<file path="config.mk">
export PLATFORM = sky130hd
export DESIGN_NAME = pcm_regs
export DESIGN_NICKNAME = d
export VERILOG_FILES = /design/src/inc/pcm_pkg.sv /design/src/inc/pcm_mem_if.sv /design/src/verilog/pcm_data_ram.sv /design/src/verilog/pcm_regs.sv
export SDC_FILE = /design/constraint.sdc
export NUM_CORES = 2
export LEC_CHECK = 0
export ABC_AREA = 1
export BUFFER_PORTS_ARGS = -buffer_cell sky130_fd_sc_hd__buf_4
export CORE_UTILIZATION = 35
export DETAILED_ROUTE_END_ITERATION = 12
export SKIP_CTS_REPAIR_TIMING = 1
export SLEW_MARGIN = 10
export SYNTH_ARGS = -nofsm -noshare
export SYNTH_HDL_FRONTEND = slang
export SYNTH_HIERARCHICAL = 1
export SYNTH_SLANG_ARGS = --single-unit
</file>
<file path="constraint.sdc">
create_clock -name aclk -period 5.6 [get_ports aclk]
set_input_delay 1.12 -clock aclk [delete_from_list [all_inputs] [get_ports aclk]]
set_output_delay 1.12 -clock aclk [all_outputs]
set_load 0.02 [all_outputs]
</file>
<file path="src/inc/pcm_pkg.sv">
package pcm_pkg;
    localparam int unsigned ADDR_W = 6;
    localparam int unsigned LINES = 16;
    localparam int unsigned IDX_W = 4;
    // Register byte addresses
    localparam logic [5:0] OFF_CTRL = 6'h00;
    localparam logic [5:0] OFF_MASK = 6'h04;
    localparam logic [5:0] OFF_WORD0 = 6'h08;
    localparam logic [5:0] OFF_WORD3 = 6'h14;
    localparam logic [5:0] OFF_LRU = 6'h18;
    localparam logic [5:0] OFF_HIT = 6'h1C;
    localparam logic [5:0] OFF_MISS = 6'h20;
    localparam logic [5:0] OFF_ABORT = 6'h24;
    // Control register fields
    localparam int unsigned CTRL_IDX_LSB = 0;
    localparam int unsigned CTRL_DATA_CACHE_SIZE_LSB = 4;
    localparam logic [3:0] MASK_LINE_A = 4'hA;
    localparam logic [3:0] MASK_LINE_B = 4'hB;
    localparam int unsigned MASK_LSB = 5;
    localparam int unsigned MASK_W = 11;
    localparam int unsigned LRU_W = 25;
    localparam logic [1:0] DATA_CACHE_SIZE_NONE = 2'h0;
    localparam logic [1:0] DATA_CACHE_SIZE_ONE = 2'h1;
    localparam logic [1:0] DATA_CACHE_SIZE_TWO = 2'h2;
    localparam logic [1:0] RESP_OKAY = 2'h0;
    localparam logic [1:0] RESP_SLVERR = 2'h2;
endpackage

</file>
<file path="src/inc/pcm_mem_if.sv">
`timescale 1ns/1ps
interface pcm_mem_if;
    logic we;
    logic [5:0] addr;
    logic [31:0] wdata;
    logic [31:0] rdata;
    modport ctrl (output we, output addr, output wdata, input rdata);
    modport mem (input we, input addr, input wdata, output rdata);
endinterface

</file>
<file path="src/verilog/pcm_data_ram.sv">
`timescale 1ns/1ps
module pcm_data_ram (
    // Clock
    input wire logic aclk,
    // Port
    pcm_mem_if.mem port
);
    logic [31:0] mem_q [0:63];
    logic [31:0] rd_q;
    // Contents are unknown at power-on, so no reset
    always_ff @(posedge aclk) begin
        if (port.we) begin
            mem_q[port.addr] <= port.wdata;
        end
        rd_q <= mem_q[port.addr];
    end
    assign port.rdata = rd_q;
endmodule

</file>
<file path="src/verilog/pcm_regs.sv">
`timescale 1ns/1ps
module pcm_regs #(
    parameter int unsigned TAG_W = 20
) (
    // Clock and reset
    input wire logic aclk,
    input wire logic aresetn,
    // AXI4-Lite write
    input wire logic [5:0] s_awaddr,
    input wire logic s_awvalid,
    output logic s_awready,
    input wire logic [31:0] s_wdata,
    input wire logic [3:0] s_wstrb,
    input wire logic s_wvalid,
    output logic s_wready,
    output logic [1:0] s_bresp,
    output logic s_bvalid,
    input wire logic s_bready,
    // AXI4-Lite read
    input wire logic [5:0] s_araddr,
    input wire logic s_arvalid,
    output logic s_arready,
    output logic [31:0] s_rdata,
    output logic [1:0] s_rresp,
    output logic s_rvalid,
    input wire logic s_rready,
    // Cache core status
    input wire logic code_protect,
    input wire logic [24:0] lru_state,
    input wire logic ev_hit,
    input wire logic ev_miss,
    input wire logic ev_cacheable,
    input wire logic ev_abort,
    // Tag compare for one line
    input wire logic [TAG_W-1:0] cmp_addr,
    input wire logic [TAG_W-1:0] cmp_tag,
    input wire logic [3:0] cmp_line,
    output logic cmp_match,
    // Data line reservation
    output logic [15:0] data_lines
);
    initial begin
        if (TAG_W < pcm_pkg::MASK_W + 1) begin
            $error("TAG_W too small for mask field");
        end
    end

    logic [3:0] idx_q;
    logic [1:0] data_cache_size_q;
    logic [10:0] mask_a_q, mask_b_q;
    logic [31:0] hit_q, miss_q, abort_q;
    logic [24:0] lru_q;
    logic aw_q, w_q;
    logic [5:0] awaddr_q;
    logic [31:0] wdata_q;
    logic [5:0] araddr_q;
    logic rd_pend_q;
    logic rd_word_q, rd_prot_q;

    pcm_mem_if ram_if ();
    pcm_data_ram u_ram (.aclk(aclk), .port(ram_if));

    // Write path: address and data latch in either order
    wire aw_take = s_awvalid && s_awready;
    wire w_take = s_wvalid && s_wready;
    wire wr_go = aw_q && w_q && !s_bvalid;
    // Strobes are kept with the data so a partial write can be refused later
    logic [3:0] wstrb_q;
    wire full_strb = (wstrb_q == 4'hF);
    // Unmapped or partial writes answer SLVERR and must leave every register alone
    wire wr_ok = wr_go && wr_known && full_strb;
    wire is_word_wr = (awaddr_q >= pcm_pkg::OFF_WORD0) && (awaddr_q <= pcm_pkg::OFF_WORD3);
    wire mask_line_ok = (idx_q == pcm_pkg::MASK_LINE_A) || (idx_q == pcm_pkg::MASK_LINE_B);
    wire wr_ctrl = wr_ok && awaddr_q == pcm_pkg::OFF_CTRL;
    wire wr_mask = wr_ok && awaddr_q == pcm_pkg::OFF_MASK && mask_line_ok;
    wire wr_hit = wr_ok && awaddr_q == pcm_pkg::OFF_HIT;
    wire wr_miss = wr_ok && awaddr_q == pcm_pkg::OFF_MISS;
    wire wr_abort = wr_ok && awaddr_q == pcm_pkg::OFF_ABORT;
    wire wr_known = (awaddr_q <= pcm_pkg::OFF_ABORT) && (awaddr_q[1:0] == 2'h0);
    wire [10:0] wr_mask_val = wdata_q[pcm_pkg::MASK_LSB +: pcm_pkg::MASK_W];

    // Read port of the data RAM is shared; writes take precedence
    wire rd_take = s_arvalid && s_arready;
    wire is_word_rd = (s_araddr >= pcm_pkg::OFF_WORD0) && (s_araddr <= pcm_pkg::OFF_WORD3);
    wire [1:0] wr_wsel = awaddr_q[3:2] - 2'h2;
    wire [1:0] rd_wsel = s_araddr[3:2] - 2'h2;
    assign ram_if.we = wr_ok && is_word_wr;
    assign ram_if.addr = ram_if.we ? {idx_q, wr_wsel} : {idx_q, rd_wsel};
    assign ram_if.wdata = wdata_q;

    always_ff @(posedge aclk) begin
        if (!aresetn) begin
            aw_q <= 1'b0;
            w_q <= 1'b0;
            awaddr_q <= 6'h00;
            wdata_q <= 32'h00000000;
            wstrb_q <= 4'h0;
            s_bvalid <= 1'b0;
            s_bresp <= pcm_pkg::RESP_OKAY;
        end else begin
            if (aw_take) begin
                aw_q <= 1'b1;
                awaddr_q <= s_awaddr;
            end
            if (w_take) begin
                w_q <= 1'b1;
                wdata_q <= s_wdata;
                wstrb_q <= s_wstrb;
            end
            if (wr_go) begin
                aw_q <= 1'b0;
                w_q <= 1'b0;
                s_bvalid <= 1'b1;
                s_bresp <= (wr_known && full_strb) ? pcm_pkg::RESP_OKAY : pcm_pkg::RESP_SLVERR;
            end else if (s_bvalid && s_bready) begin
                s_bvalid <= 1'b0;
            end
        end
    end
    assign s_awready = !aw_q;
    assign s_wready = !w_q;

    always_ff @(posedge aclk) begin
        if (!aresetn) begin
            idx_q <= 4'h0;
            data_cache_size_q <= pcm_pkg::DATA_CACHE_SIZE_NONE;
            mask_a_q <= 11'h000;
            mask_b_q <= 11'h000;
        end else begin
            if (wr_ctrl) begin
                idx_q <= wdata_q[pcm_pkg::CTRL_IDX_LSB +: 4];
                data_cache_size_q <= wdata_q[pcm_pkg::CTRL_DATA_CACHE_SIZE_LSB +: 2];
            end
            if (wr_mask && idx_q == pcm_pkg::MASK_LINE_A) begin
                mask_a_q <= wr_mask_val;
            end
            if (wr_mask && idx_q == pcm_pkg::MASK_LINE_B) begin
                mask_b_q <= wr_mask_val;
            end
        end
    end

    // Statistics counters: hit and miss count only cacheable events, abort counts every abort; software write wins
    wire inc_hit = ev_hit && ev_cacheable;
    wire inc_miss = ev_miss && ev_cacheable;
    // Cleared at reset so the counter checks never see unknown values
    always_ff @(posedge aclk) begin
        if (!aresetn) begin
            hit_q <= 32'h00000000;
            miss_q <= 32'h00000000;
            abort_q <= 32'h00000000;
        end else begin
        if (wr_hit) begin
            hit_q <= wdata_q;
        end else if (inc_hit) begin
            hit_q <= hit_q + 32'h00000001;
        end
        if (wr_miss) begin
            miss_q <= wdata_q;
        end else if (inc_miss) begin
            miss_q <= miss_q + 32'h00000001;
        end
        if (wr_abort) begin
            abort_q <= wdata_q;
        end else if (ev_abort) begin
            abort_q <= abort_q + 32'h00000001;
        end
        end
    end

    always_ff @(posedge aclk) begin
        if (!aresetn) begin
            lru_q <= 25'h0000000;
        end else begin
            lru_q <= lru_state;
        end
    end

    // Read path: one cycle to fetch the RAM word, then answer
    wire [10:0] cur_mask = (idx_q == pcm_pkg::MASK_LINE_A) ? mask_a_q :
                           (idx_q == pcm_pkg::MASK_LINE_B) ? mask_b_q : 11'h000;
    logic [31:0] reg_rd;
    always_comb begin
        reg_rd = 32'h00000000;
        case (araddr_q)
            pcm_pkg::OFF_CTRL: reg_rd = {26'h0, data_cache_size_q, idx_q};
            pcm_pkg::OFF_MASK: reg_rd = {16'h0, cur_mask, 5'h00};
            pcm_pkg::OFF_LRU: reg_rd = {7'h00, lru_q};
            pcm_pkg::OFF_HIT: reg_rd = hit_q;
            pcm_pkg::OFF_MISS: reg_rd = miss_q;
            pcm_pkg::OFF_ABORT: reg_rd = abort_q;
            default: reg_rd = 32'h00000000;
        endcase
    end
    wire rd_known = (araddr_q <= pcm_pkg::OFF_ABORT) && (araddr_q[1:0] == 2'h0);
    assign s_arready = !rd_pend_q && !s_rvalid && !ram_if.we;

    always_ff @(posedge aclk) begin
        if (!aresetn) begin
            rd_pend_q <= 1'b0;
            araddr_q <= 6'h00;
            rd_word_q <= 1'b0;
            rd_prot_q <= 1'b0;
            s_rvalid <= 1'b0;
            s_rdata <= 32'h00000000;
            s_rresp <= pcm_pkg::RESP_OKAY;
        end else begin
            if (rd_take) begin
                rd_pend_q <= 1'b1;
                araddr_q <= s_araddr;
                rd_word_q <= is_word_rd && (s_araddr[1:0] == 2'h0);
                rd_prot_q <= code_protect;
            end
            if (rd_pend_q) begin
                rd_pend_q <= 1'b0;
                s_rvalid <= 1'b1;
                if (rd_word_q) begin
                    s_rdata <= rd_prot_q ? 32'h00000000 : ram_if.rdata;
                    s_rresp <= rd_prot_q ? pcm_pkg::RESP_SLVERR : pcm_pkg::RESP_OKAY;
                end else begin
                    s_rdata <= reg_rd;
                    s_rresp <= rd_known ? pcm_pkg::RESP_OKAY : pcm_pkg::RESP_SLVERR;
                end
            end else if (s_rvalid && s_rready) begin
                s_rvalid <= 1'b0;
            end
        end
    end

    // Tag compare with per-line mask over address bits 15:5
    logic [TAG_W-1:0] cmp_mask;
    always_comb begin
        cmp_mask = '0;
        if (cmp_line == pcm_pkg::MASK_LINE_A) begin
            cmp_mask[11:1] = mask_a_q;
        end else if (cmp_line == pcm_pkg::MASK_LINE_B) begin
            cmp_mask[11:1] = mask_b_q;
        end
    end
    always_ff @(posedge aclk) begin
        if (!aresetn) begin
            cmp_match <= 1'b0;
        end else begin
            cmp_match <= ((cmp_addr ^ cmp_tag) & ~cmp_mask) == '0;
        end
    end

    // Lines reserved for program-flash data
    always_ff @(posedge aclk) begin
        if (!aresetn) begin
            data_lines <= 16'h0000;
        end else begin
            unique case (data_cache_size_q)
                pcm_pkg::DATA_CACHE_SIZE_NONE: data_lines <= 16'h0000;
                pcm_pkg::DATA_CACHE_SIZE_ONE: data_lines <= 16'h8000;
                pcm_pkg::DATA_CACHE_SIZE_TWO: data_lines <= 16'hC000;
                default: data_lines <= 16'hF000;
            endcase
        end
    end

    mask_gate_a: assert property (@(posedge aclk) disable iff (!aresetn)
        (wr_go && awaddr_q == pcm_pkg::OFF_MASK && !mask_line_ok)
        |=> $stable(mask_a_q) && $stable(mask_b_q))
        else $error("mask written for other line");
    hit_count_a: assert property (@(posedge aclk) disable iff (!aresetn)
        (inc_hit && !wr_hit) |=> hit_q == $past(hit_q) + 32'h00000001)
        else $error("hit counter missed increment");
    noncache_hold_a: assert property (@(posedge aclk) disable iff (!aresetn)
        (!ev_cacheable && !wr_hit && !wr_miss) |=> $stable(hit_q) && $stable(miss_q))
        else $error("non-cacheable access counted");
    miss_count_a: assert property (@(posedge aclk) disable iff (!aresetn)
        (inc_miss && !wr_miss) |=> miss_q == $past(miss_q) + 32'h00000001)
        else $error("miss counter missed increment");
    abort_count_a: assert property (@(posedge aclk) disable iff (!aresetn)
        (ev_abort && !wr_abort) |=> abort_q == $past(abort_q) + 32'h00000001)
        else $error("abort counter missed increment");
    sw_write_a: assert property (@(posedge aclk) disable iff (!aresetn)
        wr_hit |=> hit_q == $past(wdata_q))
        else $error("hit counter write lost");
    protect_read_a: assert property (@(posedge aclk) disable iff (!aresetn)
        (rd_take && is_word_rd && code_protect) |-> ##2 (s_rvalid && s_rdata == 32'h00000000))
        else $error("protected word leaked");
    data_size_a: assert property (@(posedge aclk) disable iff (!aresetn)
        (data_cache_size_q == 2'h3) |=> data_lines == 16'hF000)
        else $error("data lines wrong for size 3");
endmodule

</file>
**Word level (Yosys, flattened, before mapping)**

Memories as Yosys holds them, arrays and structs flattened. A register that Yosys moved wholly into a read port is not among the register bits.
Cells that the tools add are included.

- Register bits: 257
- Bits of input ports: 129
- RAM bits: 2048
- Memories: 1
- Word-level logic and storage cells: 131
- Output and inout bits: 58

- Reduce and logical (&&, ||, !) cells: 49
- Equal/unequal tests: 16
- $add $sub $neg: 5
- Bitwise gates (word level): 4
- Order comparisons: 6
- Multiplexer cells: 26

Memory list:

| name | words | bits a word | rd ports | clocked after memory_dff | wr ports | RTL line | text |
|---|---|---|---|---|---|---|---|
| u_ram.mem_q | 64 | 32 | 1 | 1 | 1 | pcm_data_ram.sv:8 | `logic [31:0] mem_q [0:63];` |

Operators with widths:

| kind | count |
|---|---|
| $mux W32 | 8 |
| $pmux W32 S6 | 1 |
| $add A32 B1 Y32 const B | 3 |
| $pmux W16 S3 | 1 |
| $mux W11 | 4 |
| $logic_and A1 B1 Y1 | 28 |
| $eq A6 B6 Y1 const B | 4 |
| $and A20 B20 Y20 | 1 |
| $eq A4 B4 Y1 const B | 5 |
| $logic_not A20 Y1 | 1 |
| $not A12 Y20 | 1 |
| $xor A20 B20 Y20 | 1 |
| $eq A6 B5 Y1 const B | 3 |
| $eq A6 B3 Y1 const B | 2 |
| $ge A6 B4 Y1 const B | 2 |
| $le A6 B5 Y1 const B | 2 |
| $le A6 B6 Y1 const B | 2 |
| $logic_not A6 Y1 | 2 |
| $mux W2 | 5 |
| $reduce_bool A2 Y1 | 5 |
| $logic_not A2 Y1 | 4 |
| $mux W1 | 7 |
| $logic_not A1 Y1 | 6 |
| $reduce_or A2 Y1 | 2 |
| 5 further kinds | 6 |

**Logic depth before layout (Yosys ltp)**

- Depth in word-level cells: 9
- Depth in mapped cells: 25
- Mapped depth without buffers: 21

**By module**

Netlist, hierarchy kept.

Modules (own cells, without submodules):

| module | instances | area an instance (um^2) | seq. area each (um^2) | cells each |
|---|---|---|---|---|
| pcm_data_ram | 1 | 86503.0 | 62139.6 | 8440 |
| pcm_regs | 1 | 14187.4 | 4844.6 | 2305 |

**Least setup slack after synthesis**

No wires, ideal clock.

- Path kind: in2reg
- Start point: in s_araddr[2]
- End point: mem u_ram.mem_q[41][0] (enable)
- Path slack: 60 ps
- Path buffers: 4
- Cell stages on the path: 8
- Data required time: 5098 ps
- Library setup time: 502 ps
- Data arrival time: 5038 ps
- Path through: nand2_1 > o21ai_0 > buf_4 > inv_2 > buf_6 > buf_4 > buf_2 > nor4_1

- Cells in the longest elaborated chain, start to end: 2

Ends and longest elaborated chain:

| element | RTL line | text |
|---|---|---|
| start: declaration | pcm_regs.sv:20 | `input wire logic [5:0] s_araddr,` |
| $sub A2 B2 Y2 | pcm_regs.sv:86 | `wire [1:0] rd_wsel = s_araddr[3:2] - 2'h2;` |
| $mux W2 | pcm_regs.sv:88 | `assign ram_if.addr = ram_if.we ? {idx_q, wr_wsel} : {idx_q, rd_wsel};` |
| net ram_if.addr[0] | pcm_mem_if.sv:4 | `logic [5:0] addr;` |
| end: declaration | pcm_data_ram.sv:8 |  |

The timed path passes the listed nets, and every way through them passes these cells.

**Worst setup path in the final report**

- Start point: reg wstrb_q[1]
- End point: reg u_ram.rd_q[8], in the netlist u_ram/port.rdata[8] (read register of u_ram.mem_q)

- Cells in the longest elaborated chain, start to end: 4

Ends and longest elaborated chain:

| element | RTL line | text |
|---|---|---|
| start: declaration | pcm_regs.sv:68 | `logic [3:0] wstrb_q;` |
| start signal: assignment | pcm_regs.sv:108 | `wstrb_q <= s_wstrb;` |
| $eq A4 B4 Y1 | pcm_regs.sv:69 | `wire full_strb = (wstrb_q == 4'hF);` |
| $logic_and A1 B1 Y1 | pcm_regs.sv:71 | `wire wr_ok = wr_go && wr_known && full_strb;` |
| $logic_and A1 B1 Y1 | pcm_regs.sv:87 | `assign ram_if.we = wr_ok && is_word_wr;` |
| $mux W2 | pcm_regs.sv:88 |  |
| net ram_if.addr[0] | pcm_mem_if.sv:4 |  |
| end: declaration | pcm_data_ram.sv:9 | `logic [31:0] rd_q;` |

The timed path passes the listed nets, and every way through them passes these cells.
A chain may end at the register's enable or synchronous reset.

==> flow_metrics.env <==
export IMPL_status="completed"
export IMPL_synth_seq_cells=2322
export IMPL_setup_viol=0
export IMPL_worstHoldPathType="in -> reg"
export IMPL_synth_top_area_share_pct=61.08
export IMPL_antenna_left=0
export IMPL_portBuffers=172
export IMPL_worstSkewPairLatency_ns=0.92
export IMPL_antenna_found_initial=24
export IMPL_placed_cell_area_sq_um=106500
export IMPL_tightest_slew_ns=1.266
export IMPL_regArea_sq_um=67110
export IMPL_nFillCells=27740
export IMPL_design_area_sq_um=114200
export IMPL_p_leak_nw=47.14
export IMPL_overflow=0
export IMPL_rsz0062_at_grt="false"
export IMPL_maxSlewViolCount=0
export IMPL_critPathArrivalTime_ns=5.68
export IMPL_clk_pin_slew_ns=0.06
export IMPL_ys_warn_count=6
export IMPL_avgSynthCellArea_sq_um=9.371
export IMPL_syn_instance_count=10750
export IMPL_cp_start_kind="register"
export IMPL_core_area_sq_um=285700
export IMPL_r2r_slack_ns=0.66
export IMPL_power_frac_seq_pct=52.7
export IMPL_worstSetupEndpointType="register"
export IMPL_drt_iter0_drc=8037
export IMPL_cts_sinks=2322
export IMPL_wirelength_um=321100
export IMPL_nets=10940
export IMPL_hold_viol=0
export IMPL_grt_pass1_wl_um=465800
export IMPL_place_inst=14330
export IMPL_track_usage_pct=21.56
export IMPL_first_global_vias=68210
export IMPL_combPwrFrac_pct=4.9
export IMPL_required_ns=6.34
export IMPL_via_per_inst=4.986
export IMPL_synth_seq_area_share_pct=66.53
export IMPL_max_cap_violations=0
export IMPL_synth_area_sq_um=100700
export IMPL_yosys_top_cells_area="edfxtp_1 (61%), nand2_1 (24%), dfxtp_1 (5.4%), nor2_1 (1.6%), buf_2 (1.4%)"
export IMPL_switching_power_mw=8.611
export IMPL_first_pass_iters=6
export IMPL_ys_types=42
export IMPL_htreeDepth=4
export IMPL_multi_input_area_sq_um=30580
export IMPL_ctsRootBufferMaster="clkbuf_16"
export IMPL_clkPwrFrac_pct=42.4
export IMPL_area_delta_synth_final_pct=13.37
export IMPL_slew_limit_headroom_pct=15.31
export IMPL_dp_hpwl_um=182800
export IMPL_num_rows=196
export IMPL_finalSetupTns_ns=0
export IMPL_gp_congestion=0.9455
export IMPL_period_share_pct=88.20
export IMPL_crit_fanout=124
export IMPL_cts_tree="yes"
export IMPL_fin_cells=14770
export IMPL_p_int_mw=28.40
export IMPL_numCtsBuffers=238
export IMPL_start_util_pct=35.24
export IMPL_vdd_drop_max_v=0.0002847
export IMPL_io_pin_count=187
export IMPL_layout_drive_gt1_share_pct=7.735
export IMPL_fin_skew_ns=0.06543
export IMPL_route_detailed_drc=0
export IMPL_die_area_sq_um=289800
export IMPL_dieHeight_um=538.4
export IMPL_criticalPathCategory="reg -> reg"
export IMPL_die_x_um=538.4
export IMPL_avgRoutedWirePerCell_um=21.74
export IMPL_post_route_min_period_ns=4.939
export IMPL_cts_buffer_depth=4
export IMPL_fmax_ghz=0.2025
export IMPL_vias=73640
export IMPL_grt_max_degree=182
export IMPL_yosys_area_top_type="edfxtp_1"
export IMPL_powerDensity_nw_per_um2=324.2
export IMPL_total_power_mw=37.01
export IMPL_switching_share_pct=23.27
## per-stage QoR
step / setup slack (ns) / utilization (%) / hold WS [ns]
after detailed placement: 0.7826 / 37.29 / 0.4802
final: 0.6610 / 39.96 / 0.3992
after global routing: 0.4634 / 39.95 / 0.3706
after global placement: 0.8466 / 37.29 / 0.4783
after floorplan: 0.06007 / - / 0.4347
after CTS: 0.7871 / 39.95 / 0.3460
## cells in the final DEF, fill, tap and decap left out, types with 6 or more instances in the layout
cell       instances
nand2_1         6390
edfxtp_1        2048
nor2_1           368
buf_4            318
inv_1            300
clkbuf_16        244
dfxtp_1          240
nand3_1          185
o21ai_0          157
a21oi_1          127
nor2_4            70
clkinv_1          55
clkbuf_1          48
xor2_1            46
clkinv_2          43
o22ai_1           38
dfxtp_4           33
o211ai_1          29
buf_12            26
a211oi_1          23
inv_2             21
clkbuf_8          18
nor3_1            17
o21ai_1           16
bufinv_16         15
nand4_1           14
conb_1            14
xnor2_1           11
nor2_2             8
nand3b_1           8
nor3_4             8
a31oi_1            6
or2_2              6
## worst max-delay path, stage by stage, from the launching register on
cell and delay (ns):
dfxtp_1 0.33, nand2_1 0.07, nor2_2 0.18, nand2_1 0.12
nor2_4 0.16, nand2_1 0.10, inv_2 0.09, nand2_2 0.12
o21ai_4 0.50, inv_8 0.32, buf_4 0.39, buf_12 0.25
nand2_1 0.18, nand2_1 0.08, nand2_1 0.07, nand2_1 0.06
nand2_1 0.05, nand2_1 0.07, nand2_1 0.14, nand2_1 0.17
nor2_1 0.87, nand2_1 0.13
## synthesized netlist by cell type, drive strengths merged
| master | number |
|---|---|
| o211ai | 29 |
| ha | 3 |
| a21oi | 131 |
| nor2 | 446 |
| nand3 | 190 |
| nor3b | 1 |
| a31oi | 6 |
| a211oi | 23 |
| or2 | 7 |
| clkbuf | 197 |
| inv | 323 |
| nand2 | 6394 |
| clkinv | 3 |
| nand3b | 8 |
| nand4 | 15 |
| edfxtp | 2048 |
| conb | 1 |
| dfxtp | 274 |
| o21ai | 175 |
| buf | 340 |
| xnor2 | 11 |
| nor3 | 27 |
| o22ai | 38 |
| o221ai | 5 |
| xor2 | 46 |
| nor4 | 3 |
| a31o | 1 |
## path summary, 6_finish.rpt
check / startpoint / end / cells past startpoint
max: wstrb_q[1]$_SDFFE_PN0P_ / u_ram/port.rdata[8]$_DFF_P_ / 21
min: lru_state[22] / lru_q[22]$_SDFF_PN0_ / 3
max reg2reg: wstrb_q[1]$_SDFFE_PN0P_ / u_ram/port.rdata[8]$_DFF_P_ / 21
min reg2reg: mask_b_q[8]$_SDFFE_PN0P_ / mask_b_q[8]$_SDFFE_PN0P_ / 2
## power groups by stage
stage,combinational [mW],sequential [mW],clock [mW]
after floorplan,1.10,19.6,0
after global placement,1.82,19.9,0
after detailed placement,1.81,19.9,0
after CTS,1.82,19.5,15.9
after global routing,2.02,19.5,16.6
final,1.83,19.5,15.7
## sequential cells by signal (all words and copies together) (netlist names), 2 cells and up
| name | count |
|---|---|
| miss_q | 32 |
| awaddr_q | 6 |
| mask_a_q | 11 |
| ram_if.wdata | 32 |
| hit_q | 32 |
| lru_q | 25 |
| data_lines | 3 |
| u_ram/mem_q | 2048 |
| s_rdata | 32 |
| data_cache_size_q | 2 |
| idx_q | 4 |
| araddr_q | 6 |
| wstrb_q | 4 |
| abort_q | 32 |
| mask_b_q | 11 |
| u_ram/port.rdata | 32 |
## logic make-up (layout without fill, tap and decap cells)
| group | after synthesis | in the layout | share of synthesized area, % |
|---|---|---|---|
| buf+inv | 863 | 1107 | 3.708 |
| flops | 2322 | 2322 | 66.53 |
| simple gates | 7091 | 7091 | 26.98 |
| compound gates | 408 | 408 | 2.249 |
| other cells | 1 | 19 | 0.003724 |
| fa+ha+maj | 3 | 3 | 0.03728 |
| xor+xnor | 57 | 57 | 0.4958 |
## cell type report
cell class / count / area share (%)
clock inverter: 127 / 0.9327
clock buffer: 310 / 5.723
timing repair buffer: 344 / 2.547
tap: 3762 / 4.123
multi-input combinational: 7573 / 26.78
inverter: 326 / 1.092
antenna: 5 / 0.01096
sequential: 2322 / 58.79
## layer usage
metal  global-route usage, %  routed length, um  up-vias
met5                       0                 54        -
met4                   7.867              12450        8
met2                   34.30             146600     2921
met3                   3.988              27770      517
met1                   29.32             134200    35490
li1                        -                  -    34710
No activity file was read; power rests on OpenSTA's default activity.
